### src/inc/ash_pkg.sv
package ash_pkg;
   // Register byte offsets
   localparam logic [7:0] ADR_CMD  = 8'h00;
   localparam logic [7:0] ADR_STAT = 8'h04;
   localparam logic [7:0] ADR_ERR  = 8'h08;
   localparam logic [7:0] ADR_SERR = 8'h0C;
   localparam logic [7:0] ADR_FEED = 8'h10;
   localparam logic [7:0] ADR_MOVE = 8'h14;
   localparam logic [7:0] ADR_TIME = 8'h18;
   // Command register bit positions
   localparam int C_RSTOP = 0;
   localparam int C_JFWD  = 1;
   localparam int C_JREV  = 2;
   localparam int C_CCLR  = 3;
   localparam int C_SPEN  = 4;
   localparam int C_GAIN2 = 5;
   localparam int C_GAIN1 = 6;
   localparam int C_ERST  = 7;
   localparam int C_SERST = 8;
   localparam int C_BYP   = 9;
   localparam int C_RETN  = 10;
   localparam int C_SOFF  = 11;
   localparam int C_GSON  = 12;
   localparam int C_START = 13;
   localparam int C_MODE  = 14;
   localparam int C_DIR   = 16;
   // Start modes
   localparam logic [1:0] MODE_POS    = 2'h0;
   localparam logic [1:0] MODE_SPDPOS = 2'h1;
   localparam logic [1:0] MODE_INCSPD = 2'h2;
   localparam logic [1:0] MODE_SPDTRQ = 2'h3;
   // Gain selections
   localparam logic [1:0] GAIN_BASE = 2'h0;
   localparam logic [1:0] GAIN_ONE  = 2'h1;
   localparam logic [1:0] GAIN_TWO  = 2'h2;
   // Minor error codes, values arbitrary
   localparam logic [15:0] ERR_EXT_STOP = 16'h00A1;
   localparam logic [15:0] ERR_STROKE   = 16'h00A2;
   // Reset values, common constants and AXI response codes
   localparam logic [31:0] CMD_RST  = 32'h0000_0000;
   localparam logic [31:0] MOVE_RST = 32'h0000_0010;
   localparam logic [31:0] TIME_RST = 32'h0004_0008;
   localparam logic [15:0] ZERO16   = 16'h0000;
   localparam logic [31:0] ZERO32   = 32'h0000_0000;
   localparam logic [31:0] ONE32    = 32'h0000_0001;
   localparam logic [1:0]  RESP_OK  = 2'h0;
   localparam logic [1:0]  RESP_ERR = 2'h2;
   typedef enum logic [6:0] {
      ST_IDLE  = 7'h01,
      ST_POS   = 7'h02,
      ST_SPD   = 7'h04,
      ST_DWELL = 7'h08,
      ST_JOG   = 7'h10,
      ST_DECEL = 7'h20,
      ST_ZSPD  = 7'h40
   } ash_state_e;
endpackage

### src/logic/ash_axis_cmd.sv
// Design decisions made here: the register addresses and the AXI4-Lite interface to the registers.
module ash_axis_cmd
   import ash_pkg::*;
#(
   parameter logic [31:0] STROKE_LIMIT = 32'h0001_0000
)(
   input  wire logic        mclk_in,
   input  wire logic        rst_n_in,
   input  wire logic [7:0]  s_axi_awaddr_in,
   input  wire logic        s_axi_awvalid_in,
   output logic             s_axi_awready_out,
   input  wire logic [31:0] s_axi_wdata_in,
   input  wire logic [3:0]  s_axi_wstrb_in,
   input  wire logic        s_axi_wvalid_in,
   output logic             s_axi_wready_out,
   output logic [1:0]       s_axi_bresp_out,
   output logic             s_axi_bvalid_out,
   input  wire logic        s_axi_bready_in,
   input  wire logic [7:0]  s_axi_araddr_in,
   input  wire logic        s_axi_arvalid_in,
   output logic             s_axi_arready_out,
   output logic [31:0]      s_axi_rdata_out,
   output logic [1:0]       s_axi_rresp_out,
   output logic             s_axi_rvalid_out,
   input  wire logic        s_axi_rready_in,
   input  wire logic        change_in,
   input  wire logic        ext_stop_in,
   input  wire logic        zero_speed_in,
   input  wire logic        minor_err_in,
   input  wire logic        major_err_in,
   input  wire logic [15:0] err_code_in,
   input  wire logic        servo_alarm_in,
   input  wire logic        servo_warn_in,
   input  wire logic [15:0] servo_code_in,
   output logic             amp_speed_zero_out,
   output logic             amp_pos_ctl_out,
   output logic             amp_gain_req_out,
   output logic [1:0]       amp_gain_sel_out,
   output logic             amp_servo_on_out,
   output logic             drive_fwd_out,
   output logic             drive_rev_out
);
   typedef struct packed {
      logic        aw;
      logic [7:0]  awaddr;
      logic        w;
      logic [31:0] wdata;
      logic [3:0]  wstrb;
      logic        bvalid;
      logic [1:0]  bresp;
      logic        rvalid;
      logic [31:0] rdata;
      logic [1:0]  rresp;
      logic [31:0] cmd;
      logic [31:0] move;
      logic [31:0] tmr;
      logic        chg1;
      logic        chg2;
      logic        es1;
      logic        es2;
      logic        es_prev;
      logic        zs1;
      logic        zs2;
      logic        start_prev;
      ash_state_e  st;
      logic [1:0]  mode;
      logic        dir;
      logic        edge_stop;
      logic        feed_upd;
      logic        retain;
      logic [15:0] cnt;
      logic [31:0] remain;
      logic [31:0] feed;
      logic        start_done;
      logic        pos_done;
      logic        accepted;
      logic        err_flag;
      logic [15:0] minor;
      logic [15:0] major;
      logic        serr_flag;
      logic [15:0] serr;
      logic        servo_off;
      logic        servo_on;
      logic        pos_ctl;
      logic        spd_zero;
      logic [1:0]  gain_sel;
      logic        drv_f;
      logic        drv_r;
   } ash_st_s;

   ash_st_s s_q;
   ash_st_s s_d;
   logic    start_rise;
   logic    stop_req;
   logic    rstop;

   function automatic logic [31:0] ash_merge(input logic [31:0] o,
      input logic [31:0] d, input logic [3:0] be);
      logic [31:0] r;
      r = o;
      for (int i = 0; i < 4; i++)
      begin
         if (be[i])
            r[8*i +: 8] = d[8*i +: 8];
      end
      return r;
   endfunction

   assign s_axi_awready_out  = !s_q.aw && !s_q.bvalid;
   assign s_axi_wready_out   = !s_q.w && !s_q.bvalid;
   assign s_axi_arready_out  = !s_q.rvalid;
   assign s_axi_bvalid_out   = s_q.bvalid;
   assign s_axi_bresp_out    = s_q.bresp;
   assign s_axi_rvalid_out   = s_q.rvalid;
   assign s_axi_rdata_out    = s_q.rdata;
   assign s_axi_rresp_out    = s_q.rresp;
   assign amp_speed_zero_out = s_q.spd_zero;
   assign amp_pos_ctl_out    = s_q.pos_ctl;
   assign amp_gain_req_out   = s_q.gain_sel[1];
   assign amp_gain_sel_out   = s_q.gain_sel;
   assign amp_servo_on_out   = s_q.servo_on;
   assign drive_fwd_out      = s_q.drv_f;
   assign drive_rev_out      = s_q.drv_r;

   assign start_rise = s_q.cmd[C_START] && !s_q.start_prev;
   assign rstop      = s_q.cmd[C_RSTOP];
   // Stop pin is a level normally, an edge after a bypassed start
   assign stop_req   = s_q.edge_stop ? (s_q.es2 && !s_q.es_prev)
                                     : s_q.es2;

   always_comb
   begin
      s_d = s_q;
      // Change, stop and zero-speed pins pass two flops before any use
      s_d.chg1       = change_in;
      s_d.chg2       = s_q.chg1;
      s_d.es1        = ext_stop_in;
      s_d.es2        = s_q.es1;
      s_d.es_prev    = s_q.es2;
      s_d.zs1        = zero_speed_in;
      s_d.zs2        = s_q.zs1;
      s_d.start_prev = s_q.cmd[C_START];
      // Write channel: both halves in either order, one at a time
      if (s_axi_awvalid_in && s_axi_awready_out)
      begin
         s_d.aw     = 1'b1;
         s_d.awaddr = s_axi_awaddr_in;
      end
      if (s_axi_wvalid_in && s_axi_wready_out)
      begin
         s_d.w     = 1'b1;
         s_d.wdata = s_axi_wdata_in;
         s_d.wstrb = s_axi_wstrb_in;
      end
      if (s_q.bvalid && s_axi_bready_in)
         s_d.bvalid = 1'b0;
      if (s_q.aw && s_q.w && !s_q.bvalid)
      begin
         s_d.aw     = 1'b0;
         s_d.w      = 1'b0;
         s_d.bvalid = 1'b1;
         s_d.bresp  = RESP_OK;
         case ({s_q.awaddr[7:2], 2'h0})
            ADR_CMD:  s_d.cmd  = ash_merge(s_q.cmd, s_q.wdata, s_q.wstrb);
            ADR_MOVE: s_d.move = ash_merge(s_q.move, s_q.wdata, s_q.wstrb);
            ADR_TIME: s_d.tmr  = ash_merge(s_q.tmr, s_q.wdata, s_q.wstrb);
            ADR_STAT, ADR_ERR, ADR_SERR, ADR_FEED: s_d.bresp = RESP_OK;
            default:  s_d.bresp = RESP_ERR;
         endcase
      end
      // Read channel
      if (s_q.rvalid && s_axi_rready_in)
         s_d.rvalid = 1'b0;
      if (s_axi_arvalid_in && s_axi_arready_out)
      begin
         s_d.rvalid = 1'b1;
         s_d.rresp  = RESP_OK;
         case ({s_axi_araddr_in[7:2], 2'h0})
            ADR_CMD:  s_d.rdata = s_q.cmd;
            ADR_STAT: s_d.rdata = {9'h000, s_q.st, 6'h00, s_q.gain_sel,
                                   s_q.spd_zero, s_q.pos_ctl, s_q.servo_on,
                                   s_q.serr_flag, s_q.err_flag, s_q.accepted,
                                   s_q.pos_done, s_q.start_done};
            ADR_ERR:  s_d.rdata = {s_q.major, s_q.minor};
            ADR_SERR: s_d.rdata = {ZERO16, s_q.serr};
            ADR_FEED: s_d.rdata = s_q.feed;
            ADR_MOVE: s_d.rdata = s_q.move;
            ADR_TIME: s_d.rdata = s_q.tmr;
            default:
            begin
               s_d.rdata = ZERO32;
               s_d.rresp = RESP_ERR;
            end
         endcase
      end
      // Error stores: a new error in the reset cycle survives
      if (s_q.cmd[C_ERST] && s_q.err_flag)
      begin
         s_d.minor    = ZERO16;
         s_d.major    = ZERO16;
         s_d.err_flag = 1'b0;
      end
      if (minor_err_in)
      begin
         s_d.minor    = err_code_in;
         s_d.err_flag = 1'b1;
      end
      if (major_err_in)
      begin
         s_d.major    = err_code_in;
         s_d.err_flag = 1'b1;
      end
      if (s_q.cmd[C_SERST])
      begin
         s_d.serr      = ZERO16;
         s_d.serr_flag = 1'b0;
      end
      if (servo_warn_in)
         s_d.serr = servo_code_in;
      if (servo_alarm_in)
      begin
         s_d.serr      = servo_code_in;
         s_d.serr_flag = 1'b1;
      end
      // Clear first so that a completion in the same cycle wins
      if (s_q.cmd[C_CCLR])
      begin
         s_d.start_done = 1'b0;
         s_d.pos_done   = 1'b0;
      end
      s_d.gain_sel = s_q.cmd[C_GAIN2] ? GAIN_TWO :
                     (s_q.cmd[C_GAIN1] ? GAIN_ONE : GAIN_BASE);
      case (s_q.st)
         ST_IDLE:
         begin
            if (start_rise)
            begin
               if (s_q.es2 && !s_q.cmd[C_BYP])
               begin
                  s_d.minor    = ERR_EXT_STOP;
                  s_d.err_flag = 1'b1;
               end
               else
               begin
                  s_d.edge_stop  = s_q.cmd[C_BYP];
                  s_d.accepted   = 1'b1;
                  s_d.start_done = 1'b1;
                  s_d.pos_done   = 1'b0;
                  s_d.mode       = s_q.cmd[C_MODE +: 2];
                  s_d.dir        = s_q.cmd[C_DIR];
                  s_d.remain     = s_q.move;
                  // Retain is taken once here; a later drop is not seen
                  s_d.retain     = s_q.cmd[C_RETN];
                  s_d.feed       = s_q.cmd[C_RETN] ? s_q.feed
                                                   : ZERO32;
                  s_d.feed_upd   = s_q.cmd[C_RETN] ||
                                   (s_q.cmd[C_MODE +: 2] != MODE_INCSPD);
                  s_d.pos_ctl    = (s_q.cmd[C_MODE +: 2] == MODE_POS);
                  s_d.st = (s_q.cmd[C_MODE +: 2] == MODE_POS) ? ST_POS
                                                              : ST_SPD;
               end
            end
            else if (s_q.cmd[C_JFWD] || s_q.cmd[C_JREV])
            begin
               s_d.st        = ST_JOG;
               s_d.accepted  = 1'b1;
               s_d.edge_stop = 1'b0;
               s_d.dir       = s_q.cmd[C_JFWD];
            end
         end
         ST_POS:
         begin
            s_d.feed   = s_q.dir ? s_q.feed + ONE32 : s_q.feed - ONE32;
            s_d.remain = s_q.remain - ONE32;
            if (rstop)
            begin
               s_d.st       = ST_IDLE;
               s_d.accepted = 1'b0;
            end
            else if (stop_req)
            begin
               s_d.st  = ST_DECEL;
               s_d.cnt = s_q.tmr[15:0];
            end
            else if (s_q.remain <= ONE32)
            begin
               s_d.st  = ST_DWELL;
               s_d.cnt = s_q.tmr[31:16];
            end
         end
         ST_SPD:
         begin
            if (s_q.feed_upd)
               s_d.feed = s_q.dir ? s_q.feed + ONE32 : s_q.feed - ONE32;
            if (rstop)
            begin
               if (s_q.mode == MODE_SPDTRQ)
                  s_d.st = ST_ZSPD;
               else
               begin
                  s_d.st       = ST_IDLE;
                  s_d.accepted = 1'b0;
               end
            end
            else if (stop_req)
            begin
               s_d.st  = ST_DECEL;
               s_d.cnt = s_q.tmr[15:0];
            end
            else if (s_q.mode == MODE_SPDPOS && s_q.cmd[C_SPEN] &&
                     s_q.chg2)
            begin
               s_d.st      = ST_POS;
               s_d.pos_ctl = 1'b1;
            end
            else if (s_q.mode == MODE_INCSPD && s_q.retain &&
                     (s_q.feed == STROKE_LIMIT ||
                      s_q.feed == (~STROKE_LIMIT + ONE32)))
            begin
               s_d.st       = ST_IDLE;
               s_d.accepted = 1'b0;
               s_d.minor    = ERR_STROKE;
               s_d.err_flag = 1'b1;
               // Stop at the limit, never one step past it
               s_d.feed     = s_q.feed;
            end
         end
         ST_ZSPD:
         begin
            if (s_q.zs2)
            begin
               s_d.pos_ctl  = 1'b1;
               s_d.st       = ST_IDLE;
               s_d.accepted = 1'b0;
            end
         end
         ST_DWELL:
         begin
            // Rapid stop has no effect here
            if (s_q.cnt == ZERO16)
            begin
               s_d.st       = ST_IDLE;
               s_d.accepted = 1'b0;
               s_d.pos_done = 1'b1;
            end
            else
               s_d.cnt = s_q.cnt - 16'h0001;
         end
         ST_JOG:
         begin
            s_d.feed = s_q.dir ? s_q.feed + ONE32 : s_q.feed - ONE32;
            if (rstop)
            begin
               s_d.st       = ST_IDLE;
               s_d.accepted = 1'b0;
            end
            else if (s_q.dir ? !s_q.cmd[C_JFWD]
                             : !s_q.cmd[C_JREV])
            begin
               s_d.st  = ST_DECEL;
               s_d.cnt = s_q.tmr[15:0];
            end
         end
         ST_DECEL:
         begin
            if (rstop || s_q.cnt == ZERO16)
            begin
               s_d.st       = ST_IDLE;
               s_d.accepted = 1'b0;
            end
            else
            begin
               s_d.cnt  = s_q.cnt - 16'h0001;
               s_d.feed = s_q.dir ? s_q.feed + ONE32 : s_q.feed - ONE32;
            end
         end
         default: s_d.st = ST_IDLE;
      endcase
      if (s_q.st == ST_IDLE)
         s_d.servo_off = s_q.cmd[C_SOFF];
      s_d.servo_on = s_q.cmd[C_GSON] && !s_d.servo_off;
      s_d.spd_zero = (s_d.st == ST_ZSPD);
      s_d.drv_f    = s_d.dir && (s_d.st == ST_POS || s_d.st == ST_SPD ||
                     s_d.st == ST_JOG || s_d.st == ST_DECEL);
      s_d.drv_r    = !s_d.dir && (s_d.st == ST_POS || s_d.st == ST_SPD ||
                     s_d.st == ST_JOG || s_d.st == ST_DECEL);
   end

   always_ff @(posedge mclk_in or negedge rst_n_in)
   begin
      if (!rst_n_in)
      begin
         s_q      <= '0;
         s_q.st   <= ST_IDLE;
         s_q.cmd  <= CMD_RST;
         s_q.move <= MOVE_RST;
         s_q.tmr  <= TIME_RST;
      end
      else
         s_q <= s_d;
   end
endmodule

### config.mk
export PLATFORM = sky130hd
export DESIGN_NAME = ash_axis_cmd
export DESIGN_NICKNAME = d
export VERILOG_FILES = /design/src/inc/ash_pkg.sv /design/src/logic/ash_axis_cmd.sv
export SDC_FILE = /design/constraint.sdc
export NUM_CORES = 1
export LEC_CHECK = 0
export ABC_AREA = 1
export BUFFER_PORTS_ARGS = -buffer_cell sky130_fd_sc_hd__buf_4
export CAP_MARGIN = 25
export CORE_MARGIN = 8
export CORE_UTILIZATION = 66
export DETAILED_ROUTE_END_ITERATION = 16
export PLACE_DENSITY = 0.95
export REMOVE_ABC_BUFFERS = 1
export SLEW_MARGIN = 10
export SYNTH_ARGS = -nofsm -noshare
export SYNTH_HDL_FRONTEND = slang
export SYNTH_SLANG_ARGS = --single-unit
### constraint.sdc
create_clock -name mclk_in -period 7.9 [get_ports mclk_in]
set_input_delay 0.79 -clock mclk_in [delete_from_list [all_inputs] [get_ports mclk_in]]
set_output_delay 0.79 -clock mclk_in [all_outputs]
set_load 0.02 [all_outputs]
# Word-level counts from Yosys, hierarchy flattened
# Cells that the tools add are included.
dict set report classes {
  n_addsub 4
  n_lt_le_gt_ge 1
  n_eq_ne 55
  mux 93
  n_bitwise 1
  n_reduce_logical 77
}
# cell count
set ops {}
lappend ops {{two-way mux 32 bit} 8}
lappend ops {{case mux 32 bit (7 select lines)} 1}
lappend ops {{two-way mux 16 bit} 11}
lappend ops {{case mux 32 bit (4 select lines)} 1}
lappend ops {{two-way mux 7 bit} 15}
lappend ops {{two-way mux 17 bit} 6}
lappend ops {{case mux 16 bit (5 select lines)} 1}
lappend ops {{two-way mux 67 bit} 1}
lappend ops {{two-way mux 66 bit} 1}
lappend ops {{case mux 32 bit (2 select lines)} 1}
lappend ops {{subtractor 32 x 1 -> 32 bit, second input constant} 2}
lappend ops {{two-way mux 18 bit} 3}
lappend ops {{case mux 7 bit (7 select lines)} 1}
lappend ops {{AND reduction 3 bit} 15}
lappend ops {{two-way mux 37 bit} 1}
lappend ops {{equality test 6 x 3 -> 1 bit, second input constant} 6}
lappend ops {{two-way mux 35 bit} 1}
lappend ops {{!= test 2 bit, second input constant} 17}
lappend ops {{case mux 17 bit (2 select lines)} 1}
lappend ops {{two-way mux 33 bit} 1}
lappend ops {{adder 32 x 1 -> 32 bit, second input constant} 1}
lappend ops {{equality test 32 x 17 -> 1 bit, second input constant} 1}
lappend ops {{equality test 32 bit, second input constant} 1}
lappend ops {{less-or-equal comparator 32 x 1 -> 1 bit, second input constant} 1}
lappend ops {{42 further kinds} 133}
dict set report word_totals {
  ff_bits 342
  in_bits 98
  word_cells 285
}

# Logic depth before layout (Yosys ltp)
# Gate-level depths: netlist of the first run.
dict set report depth {
  depth_word 13
  depth_mapped 16
  depth_no_buf 16
}

# Worst setup path before layout of the first run
# Ideal clock, no wire load.
dict set report synth_timing {
  kind {register to register}
  startpoint {reg s_q[144] (netlist name)}
  endpoint {reg s_q[92] (netlist name)}
  arrival_time_ns 2.402
  required_time_ns 7.784
  slack_ns 5.382
  stages_incl_launch_ff 15
  n_path_buf 0
  synth_period_minus_slack_ns 2.518
  path_cell_list {dfrtp_1 inv_1 ha_1 or2_2 and2_1 nand2_1 nand2_1 nand3_1 nand2_1 nand2_1 nand2_1 nand2_1 nand2_1 nand2_1 nand2_1}
}
dict set report synth_between {
  elab_chain_len 7
  word_cells_on_any_way 8
}
# item line
set synth_lines {}
lappend synth_lines {{start: declaration} ash_axis_cmd.sv:91} ;# ash_st_s s_q;
lappend synth_lines {{two-way mux 32 bit *} --}
lappend synth_lines {{two-way mux 32 bit} ash_axis_cmd.sv:293} ;# if (s_q.feed_upd)
lappend synth_lines {{two-way mux 32 bit} ash_axis_cmd.sv:316} ;# else if (s_q.mode == MODE_INCSPD && s_q.retain &&
lappend synth_lines {{two-way mux 32 bit} ash_axis_cmd.sv:310} ;# else if (s_q.mode == MODE_SPDPOS && s_q.cmd[C_SPEN] &&
lappend synth_lines {{two-way mux 32 bit} ash_axis_cmd.sv:305} ;# else if (stop_req)
lappend synth_lines {{two-way mux 32 bit} ash_axis_cmd.sv:295} ;# if (rstop)
lappend synth_lines {{case mux 32 bit (4 select lines) *} ash_axis_cmd.sv:233} ;# case (s_q.st)
# Every way passes the cells marked *; elsewhere a longest branch is shown, timed or not. The select of a mux whose other input is x is not followed.
# A chain may end at the register's enable or synchronous reset.

# Worst setup path in the final report of the first run
dict set report layout_timing {
  startpoint {reg s_q[147] (netlist name)}
  endpoint {reg s_q[95] (netlist name)}
}
dict set report layout_between {
  elab_chain_len 3
  word_cells_on_any_way 7
}
# item line
set layout_lines {}
lappend layout_lines {{equality test 7 x 1 -> 1 bit or equality test 7 x 2 -> 1 bit (tied branches)} ash_axis_cmd.sv:233}
lappend layout_lines {{!= test 2 bit (no line) or nonzero test 2 bit (tied branches)} --}
lappend layout_lines {{AND reduction 3 bit (no line)} --}
# Parallel ways exist; a longest one is shown, timed or not.

==> results.ini, run 1 <==
[timing]
period_share_pct = 41.1
post-route-min-period_ns = 3.25
worst-slew-pin-transition_ns = 1.07
rsz0062_at_grt = no
final_setup_viols = 0
post_route_clock_skew_ns = 0.0295
timing_hold_violations_final = 0
fmaxAchievable_mhz = 308
slew_headroom_pct = 28.6
maxSlewViolCount = 0
setup_tns_ns = 0

[synth]
synth_ff_type = dfrtp_1
synth.avg_cell_area_um2 = 7.45
ys_async_sr_fraction_pct = 100
post_syn_area_mm2 = 0.0189
yosys_register_bits = 338
synth_cell_types = 57
yosys_warnings = 0
synth-edff-count = 0
syn_inst = 2544
synth-seq-area-share_pct = 44.7

[floorplan]
start_util_pct = 66.6
core.rowCount = 62
core_area_mm2 = 0.0285
fp.dieArea_mm2 = 0.0344
chipWidth_um = 185
num_io_pins = 147
chipHeight_um = 185

[final_layout]
finish.net_count = 2750
layout-drive-gt1-share_pct = 10.0
finalNonFillerCells = 3029
finish.instance_area_mm2 = 0.0213
area_delta_synth_final_pct = 12.3

[worst_setup_path]
critPathMaxStageDelay_ns = 0.58
endpoint_kind = register
worstPathCellList = nor2_1 > nand4_1 > buf_4 > inv_2 > nor2_2 > buf_4 > inv_1 > o21ai_0 > o22ai_1
worst-endpoint-required_ns = 8.28
worstPathArrival_ns = 3.63
worst_path_most_repeated_cell = buf_4
setup.worst_path.start_class = register
worst_r2r_path_depth = 9
critical_path_peak_fanout = 48
slowest_library_cell_on_the_worst_path = dfstp_2
setup.worst_path.class = reg -> reg
regToRegSetupSlack_ns = 4.65

[cts]
tritoncts = built
clock_sink_count = 338
clkSlewWorstSetupHoldPaths_ns = 0.06
worst_skew_pair.late_latency_ns = 0.54
post_cts_resized = 0
htree_num_levels = 2
cts_hold_repair.buffers = 0
clockRootBuffer = clkbuf_16
cts_buffers = 37
clk_path_buf_depth = 3
number_of_setup_buffers_added_after_cts = 0

[placement]
place.detailed.instances = 2962
dpl.hpwl_um = 46200
gpl.final_weighted_congestion = 1.02
dpl_cell_area_mm2 = 0.0199
io_buffers = 140

[global_route]
globalRoute.totalOverflow = 0
grt_use_total_pct = 37.0
grt_pass1_vias = 17932
grt_max_degree = 106
grt_pass1_wl_um = 98400
grt_antenna_before_repair = 0

[route]
drt_iter0_markers = 2564
vias_per_cell = 6.16
route.detailed.wl_per_inst_um = 21.1
via_count = 18656
drt-pass1-iter-count = 7
route.antenna.remaining_nets = 0
routed_wirelength_um = 63900
drc = 0

[power]
post-layout-total-power_mw = 8.00
power.sequential.fraction_pct = 33.7
vdd.ir_drop.worst_mv = 0.318
power_frac_clock_pct = 23.5
power_switching_mw = 3.52
share_comb_of_total_power_pct = 42.8
p_per_area_mw_per_mm2 = 376
power_leakage_nw = 10.8
netSwitchingFraction_pct = 44.1
p_int_mw = 4.47

[outcome]
status = complete, no violations

[min_path]
worst_hold_path_type = in -> async

[run]
cap_viol_max_count = 0

## worst paths after layout
path,startpoint,end
max in group asynchronous,rst_n_in,s_axi_rdata_out[7]$_DFFE_PN0P_
min reg2reg,s_d[155]$_DFF_PN0_,s_q[155]$_DFF_PN0_
min in group mclk_in,s_d[155]$_DFF_PN0_,s_q[155]$_DFF_PN0_
max reg2reg,s_q[147]$_DFF_PN1_,s_q[95]$_DFFE_PN0P_
max,s_q[147]$_DFF_PN1_,s_q[95]$_DFFE_PN0P_
min,rst_n_in,s_q[341]$_DFFE_PN0P_
## Yosys cell counts, drive strengths merged, types with 2 or more instances
master | count | area, um^2
nand3 | 147 | 746
xor2 | 10 | 87.6
nor3 | 22 | 115
xnor2 | 23 | 201
o22ai | 22 | 138
o21bai | 10 | 75.1
or2 | 5 | 31.3
o2111ai | 13 | 114
o221ai | 3 | 26.3
nor2 | 265 | 1110
clkinv | 4 | 16.3
and2 | 5 | 31.3
dfrtp | 334 | 8360
a31oi | 24 | 150
buf | 69 | 452
o211ai | 15 | 113
mux2 | 3 | 33.8
o21ai | 251 | 1260
a21oi | 109 | 546
clkbuf | 51 | 193
a22oi | 36 | 270
dfstp | 4 | 105
inv | 292 | 1100
o31ai | 6 | 45.0
a211oi | 18 | 135
ha | 33 | 413
nor4 | 2 | 12.5
nand2 | 723 | 2740
nand3b | 8 | 72.6
a21boi | 2 | 15.0
nand4 | 26 | 169
and3 | 2 | 12.5
## registers in the layout (all words and copies together) (netlist names)
name	flops
drive_rev_out	1
s_d	5
s_q	289
amp_gain_sel_out	2
amp_pos_ctl_out	1
s_axi_rdata_out	32
s_axi_rvalid_out	1
rstop	1
s_axi_bvalid_out	1
s_axi_rresp_out	1
s_axi_bresp_out	1
amp_servo_on_out	1
drive_fwd_out	1
amp_speed_zero_out	1
## worst max-delay path: cells and delay by family, from the launching register on
kind	cells	cell delay (ns)
buffers and inverters	4	1.76
flip-flops	1	0.58
AND/OR/NAND/NOR	3	0.32
AO/OA/AOI/OAI	2	0.32
## kinds of logic after synthesis
| logic type | synth area share (%) |
|---|---|
| AND/OR/NAND/NOR | 26.6 |
| AO/OA/AOI/OAI | 15.4 |
| buffers and inverters | 9.30 |
| flip-flops | 44.7 |
| adder cells (fa/ha/maj) | 2.28 |
| XOR/XNOR | 1.53 |
| multiplexers | 0.178 |
| other | 0.0198 |
## placed cells by master, fill, tap and decap left out, types with 4 or more instances in the layout
cell type  netlist  final
dfrtp_1        334    334
inv_1          279    279
a22oi_1         36     36
inv_2           12     12
xnor2_1         23     23
buf_4           41    152
o21bai_1        10     10
nand3b_1         7      7
o21ai_1         31     31
nand2_2          3      4
clkinv_2         1      7
nor2_2           3      4
dfstp_2          4      4
xor2_1          10     10
clkbuf_1        50      6
or2_2            5      5
and2_1           4      4
a211oi_1        18     18
nor2_1         251    250
o211ai_1        15     15
nor2_4           8      8
nand3_1        145    145
o2111ai_1       13     13
ha_1            33     33
clkbuf_8         0      6
nand4_1         25     25
o21ai_0        220    220
nand2_1        718    717
clkbuf_16        0     38
o31ai_1          6      6
a21oi_1        109    109
bufinv_16        0      6
a31oi_1         24     24
nor3_1          21     21
o22ai_1         22     22
## power by group through the flow
stage | Sequential (mW) | Clock [mW] | Combinational, mW
finish | 2.70 | 1.88 | 3.42
global route | 2.71 | 1.95 | 3.83
CTS | 2.66 | 1.88 | 3.35
detailed placement | 2.68 | 0 | 3.30
global placement | 2.66 | 0 | 3.21
floorplan | 2.50 | 0 | 2.43
## per-stage QoR
stage               util, %  setup slack, ns  hold WS (ns)
CTS                    74.7             4.80         0.331
floorplan                 -             3.74         0.331
global route           74.7             4.56         0.351
finish                 74.7             4.65         0.289
detailed placement     70.1             4.45         0.339
global placement       70.1             4.54         0.332
## layout make-up
type                            count  area, um^2
Tap cell                          384         480
Fill cell                        2154        7190
Clock inverter                     15         254
Sequential cell                   338        8460
Clock buffer                       50        1060
Multi-Input combinational cell   1791        8730
Inverter                          296        1120
Timing Repair Buffer              154        1170
Antenna cell                        1        2.50
## metal layers
| layer | track usage (%) | share of wire, % | vias up |
|---|---|---|---|
| li1 | - | - | 8408 |
| met1 | 49.2 | 38 | 8709 |
| met2 | 55.8 | 44 | 1275 |
| met3 | 7.40 | 12 | 264 |
| met4 | 21.8 | 6.3 | 0 |
| met5 | 0 | 0 | - |
Power figures use the tool's default switching activity.
==> run 2: changes to the inputs <==
--- a/config.mk
+++ b/config.mk
@@ -9,9 +9,9 @@
 export BUFFER_PORTS_ARGS = -buffer_cell sky130_fd_sc_hd__buf_4
 export CAP_MARGIN = 25
 export CORE_MARGIN = 8
-export CORE_UTILIZATION = 66
+export CORE_UTILIZATION = 55
 export DETAILED_ROUTE_END_ITERATION = 16
-export PLACE_DENSITY = 0.95
+export PLACE_DENSITY = 0.85
 export REMOVE_ABC_BUFFERS = 1
 export SLEW_MARGIN = 10
 export SYNTH_ARGS = -nofsm -noshare
==> constraint.sdc (replaced) <==
create_clock -name mclk_in -period 2.9 [get_ports mclk_in]
set_input_delay 0.29 -clock mclk_in [delete_from_list [all_inputs] [get_ports mclk_in]]
set_output_delay 0.29 -clock mclk_in [all_outputs]
set_load 0.02 [all_outputs]
==> run 2 against run 1 <==
Effect of this change:
- worst setup slack worse by 4.4 ns
- clock power rose to 2.9 times the previous value
- utilization down 9.5 points
- count of clock-buffer cells in the layout up 1
- maximum frequency up 23%
- power rose to 2.8 times the previous value
- design area up 4.8%
- die area up 18%
- register-to-register slack worse by 4.4 ns
- critical path depth down 1
- combinational power rose to 2.8 times the previous value
- sequential cell count unchanged
- critical path type unchanged
==> results.ini, run 2 (same netlist as run 1, synthesis figures left out) <==
[outcome]
status = complete, no violations  ; unchanged

[cts]
clockRootBuffer = clkbuf_16  ; unchanged
clk_path_buf_depth = 3  ; unchanged
worst_skew_pair.late_latency_ns = 0.55  ; was 0.54 ns
htree_num_levels = 2  ; unchanged
number_of_setup_buffers_added_after_cts = 0  ; unchanged
clkSlewWorstSetupHoldPaths_ns = 0.06  ; about the same
post_cts_resized = 0  ; unchanged
tritoncts = built  ; unchanged
clock_sink_count = 338  ; unchanged
cts_buffers = 39  ; was 37

[timing]
slew_headroom_pct = 34.4  ; was 28.6%
timing_hold_violations_final = 0  ; unchanged
period_share_pct = 91.0  ; was 41.1%
fmaxAchievable_mhz = 379  ; was 308 MHz
maxSlewViolCount = 0  ; unchanged
rsz0062_at_grt = no  ; unchanged
final_setup_viols = 0  ; unchanged
worst-slew-pin-transition_ns = 0.984  ; was 1.07 ns
post_route_clock_skew_ns = 0.0206  ; was 0.0295 ns
hold_slack_ns = 0.0118  ; was 0.289 ns
setup_tns_ns = 0  ; unchanged
post-route-min-period_ns = 2.64  ; was 3.25 ns

[placement]
gpl.final_weighted_congestion = 1.01  ; was 1.02
dpl.hpwl_um = 47700  ; was 46,200 um
place.detailed.instances = 3063  ; was 2,962
io_buffers = 140  ; unchanged
dpl_cell_area_mm2 = 0.0204  ; was 0.0199 mm^2

[worst_setup_path]
rr_endpoint = s_q[98]$_DFFE_PN0P_  ; was s_q[95]$_DFFE_PN0P_
setup.worst_path.start_class = register  ; unchanged
worst_r2r_path_depth = 8  ; was 9
endpoint_kind = register  ; unchanged
critical_path_peak_fanout = 22  ; was 48
worstPathArrival_ns = 3.10  ; was 3.63 ns
worst-endpoint-required_ns = 3.36  ; was 8.28 ns
timing.rr.start = s_q[147]$_DFF_PN1_  ; unchanged
worstSetupStartpoint = s_q[147]$_DFF_PN1_  ; unchanged
regToRegSetupSlack_ns = 0.26  ; was 4.65 ns
setup.worst_path.class = reg -> reg  ; unchanged

[final_layout]
layout-drive-gt1-share_pct = 11.0  ; was 10.0%
final_util_pct = 65.2  ; was 74.7%
area_delta_synth_final_pct = 17.7  ; was 12.3%
largest_register_ffs = 289  ; unchanged
regMostFlops = s_q  ; unchanged
finish.instance_area_mm2 = 0.0223  ; was 0.0213 mm^2
most_frequent_cells_in_the_layout = nand2_1 (716), dfrtp_1 (334), inv_1 (279)  ; was nand2_1 (717), dfrtp_1 (334), inv_1 (279)
mostFrequentLayoutCell = nand2_1  ; unchanged
finalNonFillerCells = 3190  ; was 3,029
finish.net_count = 2835  ; was 2,750

[floorplan]
chipHeight_um = 202  ; was 185 um
core.rowCount = 68  ; was 62
start_util_pct = 55.4  ; was 66.6%
core_area_mm2 = 0.0342  ; was 0.0285 mm^2
fp.dieArea_mm2 = 0.0406  ; was 0.0344 mm^2
num_io_pins = 147  ; unchanged
chipWidth_um = 202  ; was 185 um

[route]
drc = 0  ; unchanged
drt-pass1-iter-count = 6  ; was 7
vias_per_cell = 5.83  ; was 6.16
via_count = 18595  ; was 18,656
route.detailed.wl_per_inst_um = 20.2  ; was 21.1 um
routed_wirelength_um = 64300  ; was 63,900 um
drt_iter0_markers = 2224  ; was 2,564
route.antenna.remaining_nets = 0  ; unchanged

[run]
cap_viol_max_count = 0  ; unchanged

[global_route]
grt_max_degree = 89  ; was 106
globalRoute.totalOverflow = 0  ; unchanged
grt_use_total_pct = 31.2  ; was 37.0%
grt_pass1_wl_um = 101000  ; was 98,400 um
grt_pass1_vias = 18076  ; was 17,932
grt_antenna_before_repair = 1  ; was 0

[min_path]
holdPathEnd = s_q[306]$_DFFE_PN0P_
hold_path_depth = 3
worst_hold_path_type = in -> reg  ; was in -> async
hold_path.startpoint = s_axi_wdata_in[6]

[power]
vdd.ir_drop.worst_mv = 0.609  ; was 0.318 mV
p_per_area_mw_per_mm2 = 992  ; was 376 mW/mm^2
power_leakage_nw = 11.2  ; was 10.8 nW

-- run 2: cell types whose count changed in the layout (fill, tap and decap cells not counted), moves of 2 or more --
cell           delta
buf_12            +7
buf_4            +23
clkbuf_16         +2
clkinv_4          +3
dlygate4sd3_1    +54
inv_6             +3
-- run 2: layout make-up --
cell class	instances	area [um^2]
tap	455	569
clock buffer	51	1090
clock inverter	21	317
multi-input combinational	1791	8730
timing repair buffer	237	2010
sequential	338	8460
fill	2955	11900
antenna	1	2.50
inverter	296	1120
-- run 2: layer usage --
layer / GRT usage, % / vias up / wire length (um)
li1: - / 8599 / -
met1: 40.9 / 8725 / 25800
met2: 48.5 / 1072 / 28700
met3: 6.85 / 199 / 6610
met4: 15.3 / 0 / 3300
met5: 0 / - / 0
-- run 2: power breakdown --
group          switching, mW  internal (mW)  leakage, nW  total (mW)
clock                   2.09           3.31        0.691        5.40
sequential              1.27           5.99         4.37        7.26
combinational           6.24           3.22         6.18        9.46
total                   9.60           12.5         11.2        22.1
-- run 2: worst max path at each step --
stage	slack (ns)	end	depth (start not counted)
after floorplan	-1.26	s_q[106]$_DFFE_PN0P_	6
after global placement	0.44	s_q[131]$_DFFE_PN0P_	10
after detailed placement	0.39	s_q[98]$_DFFE_PN0P_	8
after CTS	0.39	s_q[98]$_DFFE_PN0P_	8
after global routing	0.18	s_q[98]$_DFFE_PN0P_	8
final	0.26	s_q[98]$_DFFE_PN0P_	8
-- run 2: timing repair --
action,CTS,global route
endpoints found under the hold margin,134,0
endpoints found under the setup margin,0,0
hold buffers,54,0
-- run 2: per-stage QoR --
step | setup WS [ns] | total power [mW]
2_1_floorplan | -1.26 | 13.4
3_3_place_gp | 0.444 | 16.1
3_5_place_dp | 0.393 | 16.4
4_1_cts | 0.389 | 21.9
5_1_grt | 0.185 | 23.6
6_report | 0.260 | 22.1
-- run 2: worst max-delay path: stages, from the launching register on --
cell     delay (ns)
dfstp_2        0.57
inv_2          0.05
nor2_1         0.12
nand4_2        0.32
nor2_4         0.36
nor2_2         0.11
inv_1          0.57
o21ai_0        0.24
o21ai_0        0.21
==> run 3: changes to the inputs <==
--- a/config.mk
+++ b/config.mk
@@ -8,7 +8,7 @@
 export ABC_AREA = 1
 export BUFFER_PORTS_ARGS = -buffer_cell sky130_fd_sc_hd__buf_4
 export CAP_MARGIN = 25
-export CORE_MARGIN = 8
+export CORE_MARGIN = 1.5
 export CORE_UTILIZATION = 55
 export DETAILED_ROUTE_END_ITERATION = 16
 export PLACE_DENSITY = 0.85
==> run 3 against run 2 <==
Effect of this change:
- clock skew grew 0.0058 ns
- clock power shrank 8.5%
- via count grew 0.87%
- sequential power shrank 0.6%
- design area shrank 1.4%
- count of clock-buffer cells in the layout grew 4
- global-route usage grew 4.0 points
- critical path depth grew 3
- utilization grew 0.056 points
- final cell count shrank 0.78%
- first-iteration DRC count shrank 3.6%
- hold slack lost 0.0075 ns
- critical endpoint is now s_q[56]$_DFF_PN0_
==> results.ini, run 3 (same netlist as run 1, synthesis figures left out) <==
[cts]
cts_buffers = 38  ; was 39
cts_hold_repair.buffers = 32  ; was 54
clkSlewWorstSetupHoldPaths_ns = 0.06  ; about the same
worst_skew_pair.late_latency_ns = 0.55  ; about the same
clockRootBuffer = clkbuf_16  ; unchanged
clk_path_buf_depth = 3  ; unchanged
tritoncts = built  ; unchanged
number_of_setup_buffers_added_after_cts = 0  ; unchanged
post_cts_resized = 0  ; unchanged
clock_sink_count = 338  ; unchanged
htree_num_levels = 2  ; unchanged

[power]
power.sequential.fraction_pct = 33.4  ; was 32.8%
p_per_area_mw_per_mm2 = 982  ; was 992 mW/mm^2
p_int_mw = 12.1  ; was 12.5 mW
power_frac_clock_pct = 22.9  ; was 24.4%
power_switching_mw = 9.48  ; was 9.60 mW
share_comb_of_total_power_pct = 43.7  ; was 42.8%
vdd.ir_drop.worst_mv = 0.524  ; was 0.609 mV
power_leakage_nw = 11.1  ; was 11.2 nW
netSwitchingFraction_pct = 43.9  ; was 43.4%

[global_route]
grt_max_degree = 68  ; was 89
grt_pass1_vias = 17892  ; was 18,076
grt_pass1_wl_um = 97500  ; was 101,000 um
grt_antenna_before_repair = 1  ; unchanged
globalRoute.totalOverflow = 0  ; unchanged
grt_use_total_pct = 35.2  ; was 31.2%

[timing]
post_route_clock_skew_ns = 0.0264  ; was 0.0206 ns
post-route-min-period_ns = 2.42  ; was 2.64 ns
timing_hold_violations_final = 0  ; unchanged
final_setup_viols = 0  ; unchanged
slew_headroom_pct = 47.9  ; was 34.4%
worst-slew-pin-transition_ns = 0.774  ; was 0.984 ns
rsz0062_at_grt = no  ; unchanged
fmaxAchievable_mhz = 413  ; was 379 MHz
period_share_pct = 83.5  ; was 91.0%
maxSlewViolCount = 0  ; unchanged

[final_layout]
largest_register_ffs = 289  ; unchanged
nFillCells = 2850  ; was 2,955
mostFrequentLayoutCell = nand2_1  ; unchanged
finish.instance_area_mm2 = 0.0220  ; was 0.0223 mm^2
layout-drive-gt1-share_pct = 11.3  ; was 11.0%
antenna_diodes = 0  ; was 1
area_delta_synth_final_pct = 16.1  ; was 17.7%
final_util_pct = 65.3  ; was 65.2%
regMostFlops = s_q  ; unchanged
most_frequent_cells_in_the_layout = nand2_1 (716), dfrtp_1 (334), inv_1 (279)  ; unchanged
finish.net_count = 2820  ; was 2,835

[route]
drc = 0  ; unchanged
vias_per_cell = 5.93  ; was 5.83
route.detailed.wl_per_inst_um = 19.7  ; was 20.2 um
via_count = 18756  ; was 18,595
route.antenna.remaining_nets = 0  ; unchanged
drt_iter0_markers = 2145  ; was 2,224
routed_wirelength_um = 62400  ; was 64,300 um
drt-pass1-iter-count = 9  ; was 6

[worst_setup_path]
worstPathCellList = nand2_1 > inv_1 > nand2_1 > nor2_1 > nand2_1 > nand2_1 > nand2_1 > nor2_1 > nand2_1 > nand2_1 > a211oi_1  ; was inv_2 > nor2_1 > nand4_2 > nor2_4 > nor2_2 > inv_1 > o21ai_0 > o21ai_0
slowest_library_cell_on_the_worst_path = dfrtp_1  ; was dfstp_2
critical_path_peak_fanout = 12  ; was 22
regToRegSetupSlack_ns = 0.48  ; was 0.26 ns
rr_endpoint = s_q[56]$_DFF_PN0_  ; was s_q[98]$_DFFE_PN0P_
timing.rr.start = s_q[83]$_DFFE_PN0P_  ; was s_q[147]$_DFF_PN1_
endpoint_kind = register  ; unchanged
worst_path_most_repeated_cell = nand2_1  ; was o21ai_0
worstPathArrival_ns = 2.80  ; was 3.10 ns
critPathMaxStageDelay_ns = 0.57  ; about the same
setup.worst_path.start_class = register  ; unchanged
worst_r2r_path_depth = 11  ; was 8
worst-endpoint-required_ns = 3.28  ; was 3.36 ns
setup.worst_path.class = reg -> reg  ; unchanged

[min_path]
hold_path_depth = 3  ; unchanged
hold_path.startpoint = s_axi_wdata_in[26]  ; was s_axi_wdata_in[6]
worst_hold_path_type = in -> reg  ; unchanged
holdPathEnd = s_q[326]$_DFFE_PN0P_  ; was s_q[306]$_DFFE_PN0P_

[floorplan]
fp.dieArea_mm2 = 0.0356  ; was 0.0406 mm^2
chipHeight_um = 189  ; was 202 um
core_area_mm2 = 0.0337  ; was 0.0342 mm^2
start_util_pct = 56.2  ; was 55.4%
num_io_pins = 147  ; unchanged
chipWidth_um = 189  ; was 202 um
core.rowCount = 67  ; was 68

[placement]
gpl.final_weighted_congestion = 1.02  ; was 1.01
io_buffers = 140  ; unchanged
dpl.hpwl_um = 46100  ; was 47,700 um
dpl_cell_area_mm2 = 0.0204  ; about the same

[run]
cap_viol_max_count = 0  ; unchanged

[outcome]
status = complete, no violations  ; unchanged

## run 3: worst max-delay path, delay by kind of cell, from the launching register on
kind	cells	cell delay [ns]
AO/OA/AOI/OAI	1	0.10
buffers and inverters	1	0.06
flip-flops	1	0.57
AND/OR/NAND/NOR	9	1.51
## run 3: through the flow
step           hold WS (ns)  worst slack (ns)  total power [mW]  instances  setup TNS [ns]
2_1_floorplan      -0.00559             -1.26              13.4       2425          -50.26
6_report            0.00427             0.478              21.6       3165               0
5_1_grt              0.0202             0.264              23.1       3165               0
3_3_place_gp          0.291             0.609              16.1       3064               0
4_1_cts            0.000141             0.561              21.3       3165               0
3_5_place_dp          0.300             0.574              16.3       3064               0
## run 3: area by class of cell
cell class	instances	area [um^2]	area share (%)
sequential	338	8460	38.5
inverter	296	1120	5.08
tap	448	561	2.55
clock inverter	14	145	0.660
clock buffer	55	1130	5.12
multi-input combinational	1791	8730	39.7
timing repair buffer	223	1850	8.41
## run 3: how the worst max path moves through the flow
| stage | startpoint | to | slack [ns] | cells past startpoint |
|---|---|---|---|---|
| 4_1_cts | s_q[83]$_DFFE_PN0P_ | drive_rev_out$_DFF_PN0_ | 0.56 | 12 |
| 2_1_floorplan | s_q[147]$_DFF_PN1_ | s_q[106]$_DFFE_PN0P_ | -1.26 | 6 |
| 6_report | s_q[83]$_DFFE_PN0P_ | s_q[56]$_DFF_PN0_ | 0.48 | 11 |
| 3_3_place_gp | s_q[144]$_DFF_PN0_ | s_q[92]$_DFFE_PN0P_ | 0.61 | 15 |
| 3_5_place_dp | s_q[61]$_DFFE_PN0P_ | s_q[91]$_DFFE_PN0P_ | 0.57 | 14 |
| 5_1_grt | s_q[61]$_DFFE_PN0P_ | s_q[91]$_DFFE_PN0P_ | 0.26 | 14 |
## run 3: power by group through the flow
| stage | combinational (mW) | sequential, mW | clock (mW) |
|---|---|---|---|
| 2_1_floorplan | 6.61 | 6.81 | 0 |
| 3_3_place_gp | 8.89 | 7.17 | 0 |
| 3_5_place_dp | 9.12 | 7.22 | 0 |
| 4_1_cts | 9.24 | 7.15 | 4.95 |
| 5_1_grt | 10.6 | 7.32 | 5.13 |
| 6_report | 9.45 | 7.22 | 4.94 |
## run 3: routing by layer
metal / part of all wire, % / wire, um / vias up / GRT usage, %
met5: 0.018 / 11 / - / 0
met4: 5.9 / 3680 / 2 / 18.7
met3: 11 / 6850 / 242 / 7.71
met2: 43 / 27000 / 1172 / 53.1
met1: 40 / 24800 / 8787 / 47.5
li1: - / - / 8553 / -
